==> config.mk <==
export PLATFORM = sky130hd
export DESIGN_NAME = ext_edge_flags_and_page_regs
export DESIGN_NICKNAME = d
export VERILOG_FILES = /design/src/ext_flags_pkg.sv /design/src/ext_edge_flags_and_page_regs.sv
export SDC_FILE = /design/constraint.sdc
export NUM_CORES = 1
export LEC_CHECK = 0
export BUFFER_PORTS_ARGS = -buffer_cell sky130_fd_sc_hd__buf_2
export CAP_MARGIN = 20
export CORE_AREA = 2 2 452 454
export CTS_CLUSTER_SIZE = 16
export DETAILED_ROUTE_END_ITERATION = 8
export DIE_AREA = 0 0 454 456
export GPL_TIMING_DRIVEN = 1
export PLACE_DENSITY = 0.3
export REMOVE_ABC_BUFFERS = 1
export SLEW_MARGIN = 20
export SYNTH_ARGS = -nofsm -noshare
export SYNTH_HDL_FRONTEND = slang
export SYNTH_SLANG_ARGS = --single-unit
==> constraint.sdc <==
create_clock -name i_clk_sys -period 3.2 [get_ports i_clk_sys]
set_input_delay 0.64 -clock i_clk_sys [delete_from_list [all_inputs] [get_ports i_clk_sys]]
set_output_delay 0.64 -clock i_clk_sys [all_outputs]
set_load 0.02 [all_outputs]
==> src/ext_flags_pkg.sv <==
package ext_flags_pkg;
   // Register locations on the special-function bus
   localparam logic [7:0] ADDR_EDGE_FLAGS  = 8'h91;
   localparam logic [7:0] ADDR_DATA_PAGE   = 8'h92;
   localparam logic [7:0] ADDR_CFG_ADDRESS = 8'h93;
   localparam logic [7:0] ADDR_CFG_DATA    = 8'h94;
   // Reset values
   localparam logic [7:0] RST_EDGE_FLAGS   = 8'h08;
   localparam logic [7:0] RST_DATA_PAGE    = 8'h00;
   localparam logic [7:0] RST_CFG_ADDRESS  = 8'h00;
   // Flag field: bits 7..4, bit 3 reads one, bits 2..0 read zero
   localparam int         FLAG_LSB         = 4;
   localparam int         FLAG_CNT         = 4;
   localparam logic [3:0] FLAG_RISING      = 4'h5;
   localparam logic [7:0] FLAG_FIXED_BITS  = 8'h08;
   // Configuration memory depth and address width
   localparam int         CFG_DEPTH        = 128;
   localparam int         CFG_AW           = 7;
   localparam int         CFG_BYTE_W       = 8;
   localparam logic [7:0] READ_ZERO        = 8'h00;
   localparam logic [15:0] TIMER_STEP      = 16'h0001;
endpackage

==> src/ext_edge_flags_and_page_regs.sv <==
`timescale 1ns/100ps
// How it works
// - Flag for line five (bit 7) is set on a falling edge of its pin.
// - Flag for line four (bit 6) is set on a rising edge of its pin.
// - Flag for line three (bit 5) is set on a falling edge of its pin.
// - Flag for line two (bit 4) is set on a rising edge of its pin.
// - A flag stays set until software writes zero to it; hardware never clears it.
// - Writing one to a flag sets it, the same as an edge on its pin does.
// - A falling edge on the trigger pin with trigger enabled and auto-reload off copies the count to capture.
// - In auto-reload mode that trigger edge loads the count from the reload bytes.
// - A falling edge on the count pin steps the timer up or down by one, unless an auto-reload trigger edge lands in the same cycle.
// - Indirect external moves take their upper address byte from the page register.
// - The configuration address register addresses the 128-byte configuration memory.
// - The configuration address register is write-only and reads back zero.
// - The configuration data register returns the byte at the last written address.
module ext_edge_flags_and_page_regs (
   // Clock and reset
   input  wire logic        i_clk_sys,
   input  wire logic        i_rst_b,
   // Register bus
   input  wire logic [7:0]  i_sfr_addr,
   input  wire logic        i_sfr_wr,
   input  wire logic        i_sfr_rd,
   input  wire logic [7:0]  i_sfr_wdata,
   output logic      [7:0]  o_sfr_rdata,
   // Interrupt pins, index 0..3 = lines two..five
   input  wire logic [3:0]  i_irq_pins,
   output logic      [3:0]  o_edge_flags,
   // Second timer pins and controls
   input  wire logic        i_timer_b_trigger_pin,
   input  wire logic        i_timer_b_count_pin,
   input  wire logic        i_timer_b_ext_trigger_enable,
   input  wire logic        i_timer_b_auto_reload,
   input  wire logic        i_timer_b_count_down,
   input  wire logic [15:0] i_timer_b_count,
   input  wire logic [7:0]  i_timer_b_reload_low,
   input  wire logic [7:0]  i_timer_b_reload_high,
   output logic             o_timer_b_capture,
   output logic      [15:0] o_timer_b_capture_value,
   output logic             o_timer_b_reload,
   output logic             o_timer_b_count_step,
   output logic      [15:0] o_timer_b_next_count,
   // External data move address
   input  wire logic        i_indirect_move,
   input  wire logic [7:0]  i_port2_latch,
   input  wire logic [7:0]  i_move_addr_low,
   output logic      [15:0] o_move_addr,
   // Configuration memory contents
   input  wire logic [1023:0] i_cfg_mem,
   output logic      [6:0]  o_cfg_addr
);

   typedef struct packed {
      logic [3:0]  pin_s1;
      logic [3:0]  pin_s2;
      logic [3:0]  pin_s3;
      logic        trig_s1;
      logic        trig_s2;
      logic        trig_s3;
      logic        cnt_s1;
      logic        cnt_s2;
      logic        cnt_s3;
      logic [3:0]  flags;
      logic [7:0]  page;
      logic [7:0]  cfg_addr;
      logic [7:0]  cfg_data;
      logic        capture;
      logic [15:0] capture_value;
      logic        reload;
      logic        step;
      logic [15:0] next_count;
      logic [7:0]  rdata;
   } state_t;

   typedef enum logic [1:0] {
      TRIG_IDLE    = 2'b00,
      TRIG_CAPTURE = 2'b01,
      TRIG_RELOAD  = 2'b10
   } trig_t;

   state_t s_r;
   state_t s_nxt;
   trig_t  trig_kind;

   logic [3:0] pin_rise;
   logic [3:0] pin_fall;
   logic [3:0] hw_set;
   logic       trig_fall;
   logic       cnt_fall;
   logic       wr_flags;

   ////////////////////////////////////////////////////////////////////////////////
   // Edge detection per interrupt line
   genvar g;
   generate
      for (g = 0; g < ext_flags_pkg::FLAG_CNT; g++) begin : g_line
         assign pin_rise[g] = s_r.pin_s2[g] & ~s_r.pin_s3[g];
         assign pin_fall[g] = ~s_r.pin_s2[g] & s_r.pin_s3[g];
         // Lines four and two see rising edges, five and three falling
         assign hw_set[g] = ext_flags_pkg::FLAG_RISING[g] ? pin_rise[g]
                                                          : pin_fall[g];
      end
   endgenerate

   // Timer pins are compared past the synchroniser, like the interrupt lines
   assign trig_fall = ~s_r.trig_s2 & s_r.trig_s3;
   assign cnt_fall  = ~s_r.cnt_s2 & s_r.cnt_s3;
   assign wr_flags  = i_sfr_wr && (i_sfr_addr == ext_flags_pkg::ADDR_EDGE_FLAGS);

   always_comb begin
      if (trig_fall && i_timer_b_ext_trigger_enable) begin
         trig_kind = i_timer_b_auto_reload ? TRIG_RELOAD : TRIG_CAPTURE;
      end else begin
         trig_kind = TRIG_IDLE;
      end
   end

   ////////////////////////////////////////////////////////////////////////////////
   // Next state
   always_comb begin
      s_nxt = s_r;
      // Two stages synchronise each pin; the third holds the previous sample
      s_nxt.pin_s1  = i_irq_pins;
      s_nxt.pin_s2  = s_r.pin_s1;
      s_nxt.pin_s3  = s_r.pin_s2;
      s_nxt.trig_s1 = i_timer_b_trigger_pin;
      s_nxt.trig_s2 = s_r.trig_s1;
      s_nxt.trig_s3 = s_r.trig_s2;
      s_nxt.cnt_s1  = i_timer_b_count_pin;
      s_nxt.cnt_s2  = s_r.cnt_s1;
      s_nxt.cnt_s3  = s_r.cnt_s2;

      // Software writes the flag field; hardware edges override a clear
      if (wr_flags) begin
         s_nxt.flags = i_sfr_wdata[ext_flags_pkg::FLAG_LSB +: ext_flags_pkg::FLAG_CNT];
      end
      s_nxt.flags = s_nxt.flags | hw_set;

      if (i_sfr_wr && (i_sfr_addr == ext_flags_pkg::ADDR_DATA_PAGE)) begin
         s_nxt.page = i_sfr_wdata;
      end
      if (i_sfr_wr && (i_sfr_addr == ext_flags_pkg::ADDR_CFG_ADDRESS)) begin
         s_nxt.cfg_addr = i_sfr_wdata;
      end
      // Data register follows the last written address, upper bit ignored
      s_nxt.cfg_data = i_cfg_mem[s_nxt.cfg_addr[ext_flags_pkg::CFG_AW-1:0] *
                                 ext_flags_pkg::CFG_BYTE_W +: ext_flags_pkg::CFG_BYTE_W];

      s_nxt.capture = 1'b0;
      s_nxt.reload  = 1'b0;
      case (trig_kind)
         TRIG_CAPTURE: begin
            s_nxt.capture       = 1'b1;
            s_nxt.capture_value = i_timer_b_count;
         end
         TRIG_RELOAD: begin
            s_nxt.reload     = 1'b1;
            s_nxt.next_count = {i_timer_b_reload_high, i_timer_b_reload_low};
         end
         default: begin
         end
      endcase

      s_nxt.step = cnt_fall;
      if (cnt_fall && (trig_kind != TRIG_RELOAD)) begin
         s_nxt.next_count = i_timer_b_count_down ?
                            i_timer_b_count - ext_flags_pkg::TIMER_STEP :
                            i_timer_b_count + ext_flags_pkg::TIMER_STEP;
      end

      s_nxt.rdata = ext_flags_pkg::READ_ZERO;
      if (i_sfr_rd) begin
         case (i_sfr_addr)
            ext_flags_pkg::ADDR_EDGE_FLAGS:
               s_nxt.rdata = {s_r.flags, ext_flags_pkg::FLAG_FIXED_BITS[3:0]};
            ext_flags_pkg::ADDR_DATA_PAGE:   s_nxt.rdata = s_r.page;
            ext_flags_pkg::ADDR_CFG_ADDRESS: s_nxt.rdata = ext_flags_pkg::READ_ZERO;
            ext_flags_pkg::ADDR_CFG_DATA:    s_nxt.rdata = s_r.cfg_data;
            default:                         s_nxt.rdata = ext_flags_pkg::READ_ZERO;
         endcase
      end
   end

   ////////////////////////////////////////////////////////////////////////////////
   // State register
   always_ff @(posedge i_clk_sys) begin
      if (!i_rst_b) begin
         s_r          <= '0;
         // Stages start at the live pin level, so release shows no false edge
         s_r.pin_s1   <= i_irq_pins;
         s_r.pin_s2   <= i_irq_pins;
         s_r.pin_s3   <= i_irq_pins;
         s_r.trig_s1  <= i_timer_b_trigger_pin;
         s_r.trig_s2  <= i_timer_b_trigger_pin;
         s_r.trig_s3  <= i_timer_b_trigger_pin;
         s_r.cnt_s1   <= i_timer_b_count_pin;
         s_r.cnt_s2   <= i_timer_b_count_pin;
         s_r.cnt_s3   <= i_timer_b_count_pin;
         s_r.flags    <= ext_flags_pkg::RST_EDGE_FLAGS[7:4];
         s_r.page     <= ext_flags_pkg::RST_DATA_PAGE;
         s_r.cfg_addr <= ext_flags_pkg::RST_CFG_ADDRESS;
      end else begin
         s_r <= s_nxt;
      end
   end

   ////////////////////////////////////////////////////////////////////////////////
   // Outputs
   assign o_sfr_rdata             = s_r.rdata;
   assign o_edge_flags            = s_r.flags;
   assign o_timer_b_capture       = s_r.capture;
   assign o_timer_b_capture_value = s_r.capture_value;
   assign o_timer_b_reload        = s_r.reload;
   assign o_timer_b_count_step    = s_r.step;
   assign o_timer_b_next_count    = s_r.next_count;
   assign o_cfg_addr              = s_r.cfg_addr[ext_flags_pkg::CFG_AW-1:0];
   // Upper byte from the page register for indirect moves
   assign o_move_addr = {(i_indirect_move ? s_r.page : i_port2_latch), i_move_addr_low};

   ////////////////////////////////////////////////////////////////////////////////
   // Assertions
   flag_five_fall_a: assert property (@(posedge i_clk_sys) disable iff (!i_rst_b)
      pin_fall[3] |=> s_r.flags[3]) else $error("line five edge lost");
   flag_four_rise_a: assert property (@(posedge i_clk_sys) disable iff (!i_rst_b)
      pin_rise[2] |=> s_r.flags[2]) else $error("line four edge lost");
   flag_three_fall_a: assert property (@(posedge i_clk_sys) disable iff (!i_rst_b)
      pin_fall[1] |=> s_r.flags[1]) else $error("line three edge lost");
   flag_two_rise_a: assert property (@(posedge i_clk_sys) disable iff (!i_rst_b)
      pin_rise[0] |=> s_r.flags[0]) else $error("line two edge lost");
   flag_sticky_a: assert property (@(posedge i_clk_sys) disable iff (!i_rst_b)
      (!wr_flags ##1 1'b1) |-> ($past(s_r.flags) & ~s_r.flags) == 4'h0)
      else $error("flag dropped without write");
   flag_sw_set_a: assert property (@(posedge i_clk_sys) disable iff (!i_rst_b)
      wr_flags && i_sfr_wdata[7] |=> o_edge_flags[3]) else $error("software set failed");
   capture_copy_a: assert property (@(posedge i_clk_sys) disable iff (!i_rst_b)
      trig_fall && i_timer_b_ext_trigger_enable && !i_timer_b_auto_reload
      |=> o_timer_b_capture && o_timer_b_capture_value == $past(i_timer_b_count))
      else $error("capture missed");
   reload_load_a: assert property (@(posedge i_clk_sys) disable iff (!i_rst_b)
      o_timer_b_reload |-> $past(i_timer_b_ext_trigger_enable && i_timer_b_auto_reload))
      else $error("reload without enable");
   count_step_a: assert property (@(posedge i_clk_sys) disable iff (!i_rst_b)
      cnt_fall |=> o_timer_b_count_step) else $error("count step missed");
   move_page_a: assert property (@(posedge i_clk_sys) disable iff (!i_rst_b)
      i_indirect_move |-> o_move_addr[15:8] == s_r.page) else $error("page not used");
   cfg_wo_a: assert property (@(posedge i_clk_sys) disable iff (!i_rst_b)
      i_sfr_rd && i_sfr_addr == ext_flags_pkg::ADDR_CFG_ADDRESS |=> o_sfr_rdata == 8'h00)
      else $error("address register readable");
   reset_clear_a: assert property (@(posedge i_clk_sys)
      !i_rst_b |=> o_edge_flags == 4'h0 && o_cfg_addr == 7'h00) else $error("reset value");

   // Flag register writes and reads
   sw_clear_a: assert property (@(posedge i_clk_sys) disable iff (!i_rst_b)
      wr_flags && hw_set == 4'h0 |=> o_edge_flags ==
         $past(i_sfr_wdata[ext_flags_pkg::FLAG_LSB +: ext_flags_pkg::FLAG_CNT]))
      else $error("flag write not applied");
   set_beats_clear_a: assert property (@(posedge i_clk_sys) disable iff (!i_rst_b)
      wr_flags && hw_set != 4'h0 |=> (o_edge_flags & $past(hw_set)) == $past(hw_set))
      else $error("edge lost to clear");
   flag_readback_a: assert property (@(posedge i_clk_sys) disable iff (!i_rst_b)
      i_sfr_rd && i_sfr_addr == ext_flags_pkg::ADDR_EDGE_FLAGS |=>
      o_sfr_rdata == {$past(o_edge_flags), ext_flags_pkg::FLAG_FIXED_BITS[3:0]})
      else $error("flag readback wrong");

   // Timer pin results
   trig_off_a: assert property (@(posedge i_clk_sys) disable iff (!i_rst_b)
      trig_fall && !i_timer_b_ext_trigger_enable |=> !o_timer_b_capture && !o_timer_b_reload)
      else $error("trigger acted while disabled");
   capture_hold_a: assert property (@(posedge i_clk_sys) disable iff (!i_rst_b)
      !o_timer_b_capture |-> $stable(o_timer_b_capture_value))
      else $error("capture value moved");
   reload_value_a: assert property (@(posedge i_clk_sys) disable iff (!i_rst_b)
      o_timer_b_reload |-> o_timer_b_next_count == $past({i_timer_b_reload_high, i_timer_b_reload_low}))
      else $error("reload value wrong");
   step_up_a: assert property (@(posedge i_clk_sys) disable iff (!i_rst_b)
      cnt_fall && !i_timer_b_count_down && trig_kind != TRIG_RELOAD |=>
      o_timer_b_next_count == $past(i_timer_b_count) + ext_flags_pkg::TIMER_STEP)
      else $error("count up wrong");
   step_down_a: assert property (@(posedge i_clk_sys) disable iff (!i_rst_b)
      cnt_fall && i_timer_b_count_down && trig_kind != TRIG_RELOAD |=>
      o_timer_b_next_count == $past(i_timer_b_count) - ext_flags_pkg::TIMER_STEP)
      else $error("count down wrong");
   count_hold_a: assert property (@(posedge i_clk_sys) disable iff (!i_rst_b)
      !o_timer_b_reload && !o_timer_b_count_step |-> $stable(o_timer_b_next_count))
      else $error("next count moved");

   // Page, configuration address and configuration data
   page_write_a: assert property (@(posedge i_clk_sys) disable iff (!i_rst_b)
      i_sfr_wr && i_sfr_addr == ext_flags_pkg::ADDR_DATA_PAGE |=> s_r.page == $past(i_sfr_wdata))
      else $error("page write lost");
   cfg_addr_low_a: assert property (@(posedge i_clk_sys) disable iff (!i_rst_b)
      i_sfr_wr && i_sfr_addr == ext_flags_pkg::ADDR_CFG_ADDRESS |=>
      o_cfg_addr == $past(i_sfr_wdata[ext_flags_pkg::CFG_AW-1:0]))
      else $error("config address wrong");
   cfg_data_a: assert property (@(posedge i_clk_sys) disable iff (!i_rst_b)
      i_sfr_rd && i_sfr_addr == ext_flags_pkg::ADDR_CFG_DATA |=> o_sfr_rdata ==
         $past(i_cfg_mem[o_cfg_addr * ext_flags_pkg::CFG_BYTE_W +: ext_flags_pkg::CFG_BYTE_W]))
      else $error("config data mismatch");

   edge_set_c: cover property (@(posedge i_clk_sys) disable iff (!i_rst_b) |hw_set);
   set_vs_clear_c: cover property (@(posedge i_clk_sys) disable iff (!i_rst_b)
      wr_flags && |hw_set);
   capture_c: cover property (@(posedge i_clk_sys) disable iff (!i_rst_b) o_timer_b_capture);
   reload_c: cover property (@(posedge i_clk_sys) disable iff (!i_rst_b) o_timer_b_reload);
   step_c: cover property (@(posedge i_clk_sys) disable iff (!i_rst_b) o_timer_b_count_step);

endmodule // ext_edge_flags_and_page_regs

==> results of run 1 <==
-- per-layer routing --
layer	share of wire [%]	wire length, um	vias up	track usage [%]
met2	51	85040	1019	27.84
met3	5.7	9527	212	2.678
met4	2.0	3354	32	3.194
met5	0.11	193	-	0
li1	-	-	10580	-
met1	42	70240	10880	18.90
-- sequential cells by signal, indices dropped and copies added (netlist names) --
register,flops
o_timer_b_capture_value,16
o_timer_b_next_count,16
o_cfg_addr,7
s_nxt,12
o_timer_b_count_step,1
o_timer_b_capture,1
o_timer_b_reload,1
o_edge_flags,4
o_sfr_rdata,8
s_r,22
-- critical path, stage by stage --
cell and delay [ns]:
buf_6 0.10, and4bb_4 0.41, and4_4 0.29, nor2_8 0.05
buf_12 0.13, buf_4 0.15, buf_12 0.15, buf_6 0.19
nand2_1 0.10, a31oi_2 0.13, nand4_1 0.19, nand3_2 0.22
or3_4 0.53, or4_4 0.50
-- what timing repair did --
item / in CTS / in global routing
setup endpoints to repair: 8 / 8
pin swaps: 59 / 65
endpoints found under the hold margin: 0 / 0
buffers inserted: 47 / 34
resized for setup: 181 / 148
gates cloned: 4 / 8
-- final timing paths --
check	slack, ns	cells past startpoint	to	start
worst max-delay path	-0.31	14	s_r[50]	i_sfr_addr[6]
worst min register to register	0.44	2	s_nxt[79]	s_nxt[83]
worst min-delay path	0.33	1	s_nxt[83]	i_irq_pins[2]
worst max register to register	0.04	11	s_r[50]	o_cfg_addr[2]
-- cell usage in the layout (no fill, tap or decap), types with 15 or more instances in the layout --
cell / netlist / layout
a21oi_2: 1 / 15
buf_12: 0 / 82
nand2b_1: 19 / 19
nand4_1: 41 / 41
clkbuf_16: 0 / 17
buf_4: 72 / 321
and3_1: 40 / 37
nand3_1: 168 / 149
o21ai_0: 34 / 16
mux2i_1: 140 / 123
buf_2: 89 / 1152
buf_6: 16 / 31
a21boi_0: 23 / 23
nand2_1: 701 / 694
nor2b_1: 17 / 17
a32oi_1: 65 / 53
a22oi_1: 78 / 59
nor2_1: 27 / 20
dfxtp_1: 88 / 88
nand3_2: 1 / 16
a22oi_2: 0 / 19
diode_2: 0 / 20
a21oi_1: 171 / 153
a211oi_1: 35 / 19
a31oi_1: 46 / 38
-- power groups by stage --
| stage | sequential [uW] | combinational (uW) | clock (uW) |
|---|---|---|---|
| 6_report | 1180 | 1800 | 1270 |
| 5_1_grt | 1190 | 1960 | 1390 |
| 4_1_cts | 1180 | 1800 | 1380 |
| 3_5_place_dp | 1210 | 1750 | 0 |
| 3_3_place_gp | 1210 | 1760 | 0 |
| 2_1_floorplan | 1230 | 472 | 0 |
-- cell families after synthesis --
group | count (synthesis) | share of synthesized area (%)
flops | 88 | 12.81
fa+ha+maj | 15 | 1.419
xor+xnor | 14 | 0.8917
compound gates | 560 | 28.21
mux | 152 | 11.17
simple gates | 1071 | 34.37
buf+inv | 265 | 11.13
-- area by class of cell --
| type | count | area, um^2 | area share, % |
|---|---|---|---|
| multi-input combinational | 1812 | 11840 | 42.10 |
| timing repair buffer | 1613 | 10790 | 38.35 |
| tap | 2672 | 3343 | 11.89 |
| sequential | 88 | 1762 | 6.263 |
| clock buffer | 9 | 225.2 | 0.8006 |
| clock inverter | 7 | 75.07 | 0.2669 |
| antenna | 20 | 50.05 | 0.1779 |
| inverter | 12 | 45.04 | 0.1601 |
-- per-stage QoR --
step | utilization, % | power (uW) | setup TNS [ns] | hold WS (ns) | cell area (um^2)
2_1_floorplan | - | 1705 | -31.07 | 0.3984 | 12270
3_3_place_gp | 12.50 | 2971 | -10.85 | 0.4080 | 25210
3_5_place_dp | 12.50 | 2956 | -10.31 | 0.4083 | 25210
4_1_cts | 13.35 | 4363 | -1.450 | 0.2784 | 26920
5_1_grt | 13.93 | 4544 | -1.934 | 0.3021 | 28100
6_report | 13.95 | 4261 | -1.157 | 0.3325 | 28130
==> metrics.cfg, run 1 <==
[outcome]
outcome = finished with violations
violations = negative setup slack

[power_and_ir_drop]
power_per_cell_area_nw_per_um2 = 151.5
p_sw_uw = 1661
p_comb_share_pct = 42.4
p_clk_share_pct = 29.9
p_seq_share_pct = 27.7
switching_share_pct = 38.98
power_leakage_uw = 0.01314
vdd.ir_drop.worst_mv = 0.3051
intPower_uw = 2600

[synthesis]
yosysWarnings = 0
yosys.area.top_type = nand2_1
syn_area_per_cell_um2 = 6.352
ys_async_sr_fraction_pct = 0
synth_common_cells = nand2_1, a21oi_1, nand3_1
syn_area_um2 = 13750
yosysMostFrequentCell = nand2_1
yosys.cell_types.count = 75
synth-edff-count = 0
synth_area_leaders = nand2_1, dfxtp_1, mux2i_1, a21oi_1, nand3_1
ys_seq_elements = 88
yosysSeqAreaShare_pct = 12.81
synth_cells = 2165
synth_top_area_share_pct = 19.13
synth-main-ff-cell = dfxtp_1

[setup_path]
cp_data_required_time_ns = 3.51
worst_setup_path_end_kind = flop
start_kind = input port
critical_path.max_fanout = 27
cp.arrival_ns = 3.83
worstSetupPathType = in -> reg

[layout]
fin_cells = 6233
fillers = 23650
drive_above_1_share_pct = 52.02
final_nets = 4653
area_growth_pct = 104.5

[cts]
cts.sinks = 88
cts_max_level = 3
cts_buffer_depth = 2
root_buffer = clkbuf_16
hold_buffers = 0
insertion_delay_ns = 0.43
cts_buffers = 9
cts_tree = yes
clkSlewWorstSetupHoldPaths_ns = 0.10

[drt]
routedWlPerCell_um = 27.01
antenna_left = 0
dr.pass1.iters = 8
drt-total-wl_um = 168400
drt_drc_violations_left = 0
num_vias = 22730
viasPerCell = 3.646
dr.first_iter.drc_count = 1397

[die]
die_area_um2 = 207000
initial_core_util_pct = 6.818
dieWidth_um = 454
top_level_ports = 1172
die_h_um = 456
core_region_area_um2 = 201700
placementRows = 165

[grt]
antenna_found_initial = 112
grt_pass1_vias = 23450
grt_pass1_wl_um = 215100
grt_max_degree = 75
grt_usage_pct = 15.43
grt-ovfl-total = 0

[placed_design]
port_buffers = 1155
dp_worst_setup_slack_ns = -1.545
post-dp-hpwl_um = 146500
gp_congestion = 0.8975
dp.cells = 6116

[sta]
rsz0062_at_grt = true
timing.fmax_ghz = 0.2846
setup_viol = 8
hold_violations = 0
tightest_slew_ns = 0.9329
post-route-period-util_pct = 109.8
timing.slew.headroom_pct = 37.81
layout_setup_ws_ns = -0.3133
finalClockSkew_ns = 0.01633
min_period_ns = 3.513
drv_slew = 0

[min_path]
hold_class = in -> reg

[job]
max_cap_violations = 0

No activity file was read; power rests on OpenSTA's default activity.
==> run 2: changes to the inputs <==
--- a/config.mk
+++ b/config.mk
@@ -11,9 +11,9 @@
 export CTS_CLUSTER_SIZE = 16
 export DETAILED_ROUTE_END_ITERATION = 8
 export DIE_AREA = 0 0 454 456
+export GPL_ROUTABILITY_DRIVEN = 0
 export GPL_TIMING_DRIVEN = 1
 export PLACE_DENSITY = 0.3
-export REMOVE_ABC_BUFFERS = 1
 export SLEW_MARGIN = 20
 export SYNTH_ARGS = -nofsm -noshare
 export SYNTH_HDL_FRONTEND = slang
==> metrics.cfg, run 2 (same netlist as run 1, synthesis figures left out) <==
[outcome]
outcome = finished with violations
violations = negative setup slack

[die]
core_region_area_um2 = 201700  ; unchanged
top_level_ports = 1172  ; unchanged
dieWidth_um = 454  ; unchanged
initial_core_util_pct = 6.818  ; unchanged
placementRows = 165  ; unchanged
die_area_um2 = 207000  ; unchanged
die_h_um = 456  ; unchanged

[grt]
antenna_found_initial = 81  ; -28%
grt_pass1_vias = 23280  ; -0.74%
grt-ovfl-total = 0  ; unchanged
grt_max_degree = 76  ; +1.3%
grt_pass1_wl_um = 213000  ; -0.96%
grt_usage_pct = 15.25  ; -0.18 points

[placed_design]
port_buffers = 1155  ; unchanged
post-dp-hpwl_um = 144700  ; -1.3%
dp_worst_setup_slack_ns = -1.722  ; -0.1770 ns

[sta]
min_period_ns = 3.426  ; -0.08722 ns
finalClockSkew_ns = 0.02147  ; +0.005135 ns
hold_slack_ns = 0.3731  ; +0.04052 ns
timing.fmax_ghz = 0.2919  ; +2.5%
tightest_slew_ns = 0.9033  ; -0.02959 ns
layout_setup_ws_ns = -0.2261  ; +0.08722 ns
timing.slew.headroom_pct = 39.78  ; +2.0 points
hold_violations = 0  ; unchanged
post-route-period-util_pct = 107.1  ; -2.7 points
rsz0062_at_grt = true
fin_setup_tns_ns = -1.312  ; -0.1553 ns
setup_viol = 8  ; unchanged
drv_slew = 0  ; unchanged

[cts]
cts_buffer_depth = 2  ; unchanged
cts.sinks = 88  ; unchanged
root_buffer = clkbuf_16
clkSlewWorstSetupHoldPaths_ns = 0.10  ; about the same
cts_max_level = 3  ; unchanged
cts_tree = yes
cts_buffers = 9  ; unchanged
hold_buffers = 0  ; unchanged
insertion_delay_ns = 0.40  ; -0.03 ns

[power_and_ir_drop]
power_per_cell_area_nw_per_um2 = 152.2  ; +0.51%
intPower_uw = 2568  ; -1.2%
power_leakage_uw = 0.01278  ; -2.7%
p_clk_share_pct = 28.5  ; -1.4 points
p_seq_share_pct = 28.7  ; +1.0 points
p_sw_uw = 1575  ; -5.2%
vdd.ir_drop.worst_mv = 0.2372  ; -22%
p_comb_share_pct = 42.9  ; +0.5 points
switching_share_pct = 38.02  ; -0.96 points

[setup_path]
critPathBufInv = 7  ; +2
critPathTopFamily = buffers and inverters
path_common_cell = buf_12
r2r_setup_slack_ns = 0.10  ; +0.06 ns
cp_data_required_time_ns = 3.48  ; -0.03 ns
critical_path.max_fanout = 13  ; -52%
crit_chain = buf_6 > nand4bb_4 > buf_8 > nor3_4 > buf_12 > buf_12 > a21oi_4 > buf_12 > buf_12 > buf_4 > a21oi_1 > a22oi_1 > a211oi_2 > o21ai_0 > or4_4
start_kind = input port
worst_setup_path_end_kind = flop
cpPeakStageDelay_ns = 0.49  ; -0.04 ns
worstSetupPathType = in -> reg
cp_slowest_cell = a211oi_2
cp.arrival_ns = 3.71  ; -0.12 ns

[layout]
regMostFlops = s_r
fillers = 23610  ; -0.15%
largest_reg_flops = 22  ; unchanged
layout_commonest_cell = buf_2
final_cell_mix = buf_2, nand2_1, buf_4, a21oi_1, nand3_1
drive_above_1_share_pct = 49.86  ; -2.2 points
final_nets = 4606  ; -1.0%
seq_area_um2 = 1762  ; unchanged
area_growth_pct = 97.91
final_core_util_pct = 13.49  ; -0.45 points
multi_input_area_um2 = 11500  ; -2.9%

[drt]
routedWlPerCell_um = 26.90  ; -0.42%
dr.pass1.iters = 5  ; -3
dr.first_iter.drc_count = 1633  ; +17%
antenna_left = 0  ; unchanged
num_vias = 22840  ; +0.48%
drt-total-wl_um = 166600  ; -1.0%
viasPerCell = 3.686  ; +1.1%
drt_drc_violations_left = 0  ; unchanged

[job]
max_cap_violations = 0  ; unchanged

[min_path]
hold_class = in -> reg

[synthesis]
syn_nets = 3282

run 2: layout make-up:
cell class / count / area share [%]
Sequential cell: 88 / 6.473
Timing Repair Buffer: 1566 / 37.50
Antenna cell: 29 / 0.2666
Clock inverter: 7 / 0.2253
Tap cell: 2672 / 12.28
Inverter: 12 / 0.1655
Clock buffer: 9 / 0.8275
Multi-Input combinational cell: 1812 / 42.26
run 2: path summary, 6_finish.rpt:
kind,start,endpoint,cells after the start
min reg2reg,s_nxt[75],s_nxt[74],2
min,i_timer_b_count_pin,s_nxt[72],1
max,i_sfr_addr[5],s_r[48],15
max reg2reg,o_cfg_addr[0],s_r[48],11
run 2: metrics by stage:
stage                     cell area, um^2  cells  power, uW
after CTS                           26740   6159       4260
after global routing                27170   6178       4418
after global placement              25030   6106       2953
final                               27220   6195       4143
after floorplan                     13750   2165       1779
after detailed placement            25060   6107       2944
run 2: layer usage:
metal / share of wire, % / global-route usage [%]
met5: 0.15 / 0
met1: 42 / 19.24
met3: 6.1 / 2.400
met2: 50 / 27.25
met4: 1.6 / 2.617
run 2: power by group through the flow:
stage	sequential (uW)	clock, uW	combinational [uW]
2_1_floorplan	1190	0	586
3_3_place_gp	1220	0	1740
3_5_place_dp	1220	0	1730
4_1_cts	1190	1280	1790
5_1_grt	1200	1310	1910
6_report	1190	1180	1780
run 2: timing repair:
action,4_1_cts,5_1_grt
gates cloned,5,1
endpoints found under the setup margin,8,8
buffers inserted,37,7
pin swaps,45,24
gates resized for setup,178,69
endpoints found under the hold margin,0,0
run 2: worst reg2reg max path: cells and delay by family, from the launching register on:
kind / cells / cell delay (ns)
AND/OR/NAND/NOR: 2 / 0.50
buffers and inverters: 4 / 0.75
flip-flops: 1 / 0.56
AO/OA/AOI/OAI: 5 / 1.18
==> run 3: changes to the inputs <==
--- a/config.mk
+++ b/config.mk
@@ -13,7 +13,9 @@
 export DIE_AREA = 0 0 454 456
 export GPL_ROUTABILITY_DRIVEN = 0
 export GPL_TIMING_DRIVEN = 1
+export MAX_ROUTING_LAYER = met4
 export PLACE_DENSITY = 0.3
+export SETUP_SLACK_MARGIN = 0.2
 export SLEW_MARGIN = 20
 export SYNTH_ARGS = -nofsm -noshare
 export SYNTH_HDL_FRONTEND = slang
==> metrics.cfg, run 3 (same netlist as run 1, synthesis figures left out) <==
[outcome]
outcome = finished with violations
violations = negative setup slack

[layout]
regMostFlops = s_r
final_cell_mix = buf_2, nand2_1, buf_4, a21oi_1, nand3_1
drive_above_1_share_pct = 51.63  ; +1.8 points
layout_commonest_cell = buf_2
largest_reg_flops = 22  ; unchanged
final_core_util_pct = 13.98  ; +0.48 points
final_nets = 4679  ; +1.6%
fin_cells = 6277  ; +1.3%
area_growth_pct = 105.0

[setup_path]
worstSetupPathType = in -> reg
cpPeakStageDelay_ns = 0.43  ; -0.06 ns
r2r_start = o_cfg_addr[1]
reg2regPathDepth = 13  ; +2
crit_path_start = i_sfr_addr[6]
critical_path.max_fanout = 5  ; -8
cp_slowest_cell = nand3_1
r2r-end = s_r[45]
start_kind = input port
cp.arrival_ns = 3.69  ; -0.02 ns
cp_data_required_time_ns = 3.56  ; +0.08 ns
critPathTopFamily = compound AO/OA/AOI/OAI gates
critPathBufInv = 7  ; unchanged
path_common_cell = buf_4
critical_path_cell_count = 16  ; +1
critical_path.endpoint = s_r[45]
crit_chain = buf_6 > nand4bb_4 > buf_6 > o31a_1 > a21oi_4 > buf_12 > nor2_4 > buf_4 > clkbuf_16 > buf_4 > a32oi_1 > nand3_1 > a21oi_1 > nor3_1 > buf_4 > o21ai_1
worst_setup_path_end_kind = flop
r2r_setup_slack_ns = 0.23  ; +0.13 ns

[drt]
num_vias = 22790  ; -0.19%
drt-total-wl_um = 165500  ; -0.70%
routedWlPerCell_um = 26.36  ; -2.0%
dr.first_iter.drc_count = 1843  ; +13%
dr.pass1.iters = 5  ; unchanged
viasPerCell = 3.631  ; -1.5%
antenna_left = 0  ; unchanged
drt_drc_violations_left = 0  ; unchanged

[die]
core_region_area_um2 = 201700  ; unchanged
die_area_um2 = 207000  ; unchanged
initial_core_util_pct = 6.818  ; unchanged
die_h_um = 456  ; unchanged
top_level_ports = 1172  ; unchanged
dieWidth_um = 454  ; unchanged
placementRows = 165  ; unchanged

[placed_design]
dp_worst_setup_slack_ns = -1.897  ; -0.1754 ns
post-dp-hpwl_um = 142400  ; -1.6%
dp.cells = 6129  ; +0.36%
port_buffers = 1155  ; unchanged

[sta]
post-route-period-util_pct = 103.9  ; -3.2 points
tightest_slew_ns = 0.9416  ; +0.03822 ns
timing.fmax_ghz = 0.3008  ; +3.0%
hold_violations = 0  ; unchanged
rsz0062_at_grt = true
min_period_ns = 3.325  ; -0.1012 ns
finalClockSkew_ns = 0.04520  ; +0.02374 ns
setup_viol = 8  ; unchanged
timing.slew.headroom_pct = 37.23  ; -2.5 points
drv_slew = 0  ; unchanged
layout_setup_ws_ns = -0.1249  ; +0.1012 ns

[cts]
root_buffer = clkbuf_16
cts_buffer_depth = 2  ; unchanged
cts_max_level = 3  ; unchanged
cts.sinks = 88  ; unchanged
hold_buffers = 0  ; unchanged
insertion_delay_ns = 0.43  ; +0.03 ns
cts_buffers = 9  ; unchanged
cts_tree = yes
clkSlewWorstSetupHoldPaths_ns = 0.10  ; about the same

[power_and_ir_drop]
finalPower_uw = 4357  ; +5.2%
power_per_cell_area_nw_per_um2 = 154.6  ; +1.5%
vdd.ir_drop.worst_mv = 0.2625  ; +11%
power_leakage_uw = 0.01331  ; +4.1%

[grt]
grt_usage_pct = 15.47  ; +0.22 points
grt-ovfl-total = 0  ; unchanged
grt_pass1_vias = 23200  ; -0.33%
grt_max_degree = 76  ; unchanged
grt_pass1_wl_um = 210200  ; -1.3%
antenna_found_initial = 84  ; +3.7%

[min_path]
hold_class = in -> reg

[synthesis]
syn_nets = 3282  ; unchanged

[job]
max_cap_violations = 0  ; unchanged

==> run 3: cell count changes in the layout (fill, tap and decap cells not counted), sizes merged <==
cell	delta
inv	-4
diode	+10
bufinv	+2
clkinv	+2
buf	+67
clkinvlp	-1
clkbuf	+8
bufbuf	-2
==> run 3: layout make-up <==
class	instances	area [um^2]
Sequential cell	88	1762
Inverter	12	45.04
Fill cell	23520	173500
Multi-Input combinational cell	1812	11580
Clock inverter	6	93.84
Clock buffer	9	225.2
Tap cell	2672	3343
Antenna cell	39	97.59
Timing Repair Buffer	1639	11050
==> run 3: worst min path at each step <==
stage	depth (start not counted)	start	slack (ns)	to
CTS	1	i_timer_b_trigger_pin	0.33	s_nxt[75]
detailed placement	2	s_nxt[83]	0.41	s_nxt[79]
global placement	2	s_nxt[83]	0.41	s_nxt[79]
finish	1	i_timer_b_trigger_pin	0.36	s_nxt[75]
floorplan	2	s_nxt[83]	0.40	s_nxt[79]
global route	1	i_timer_b_trigger_pin	0.35	s_nxt[75]
==> run 3: timing repair <==
item                       in CTS  in global routing
pin swaps                      34                 68
resized for setup             150                149
setup endpoints to repair       8                  9
buffers inserted               40                 41
gates cloned                    5                  9
==> run 3: power by group <==
group	total, uW	internal [uW]	switching, uW
combinational	1800	892	911
sequential	1200	1150	46.9
clock	1360	691	669
total	4360	2730	1630
==> run 3: stage by stage <==
step / hold WS [ns] / area, um^2 / setup TNS [ns]
after floorplan: 0.3991 / 13790 / 0
after global placement: 0.4086 / 25290 / -11.62
after detailed placement: 0.4095 / 25310 / -11.02
after CTS: 0.3294 / 26790 / -1.152
after global routing: 0.3498 / 28170 / -1.275
final: 0.3638 / 28190 / -0.4979
==> run 3: worst register-to-register path, cell delays in order, from the launching register on <==
cell and delay [ns]:
dfxtp_1 0.47, o31ai_4 0.12, buf_6 0.14, buf_4 0.13
a22oi_2 0.21, buf_12 0.19, buf_16 0.20, a32oi_4 0.24
buf_6 0.16, nand4_1 0.07, nand4_1 0.47, nor3_2 0.28
buf_4 0.16, o21ai_1 0.05
==> run 3: per-layer routing <==
layer  track usage [%]  vias up  share of wire, %
met3             2.056      144               5.1
met5                 -        -                 0
met2             28.07     1000                52
met1             18.21    10980                41
li1                  -    10670                 -
met4             2.489        0               1.7
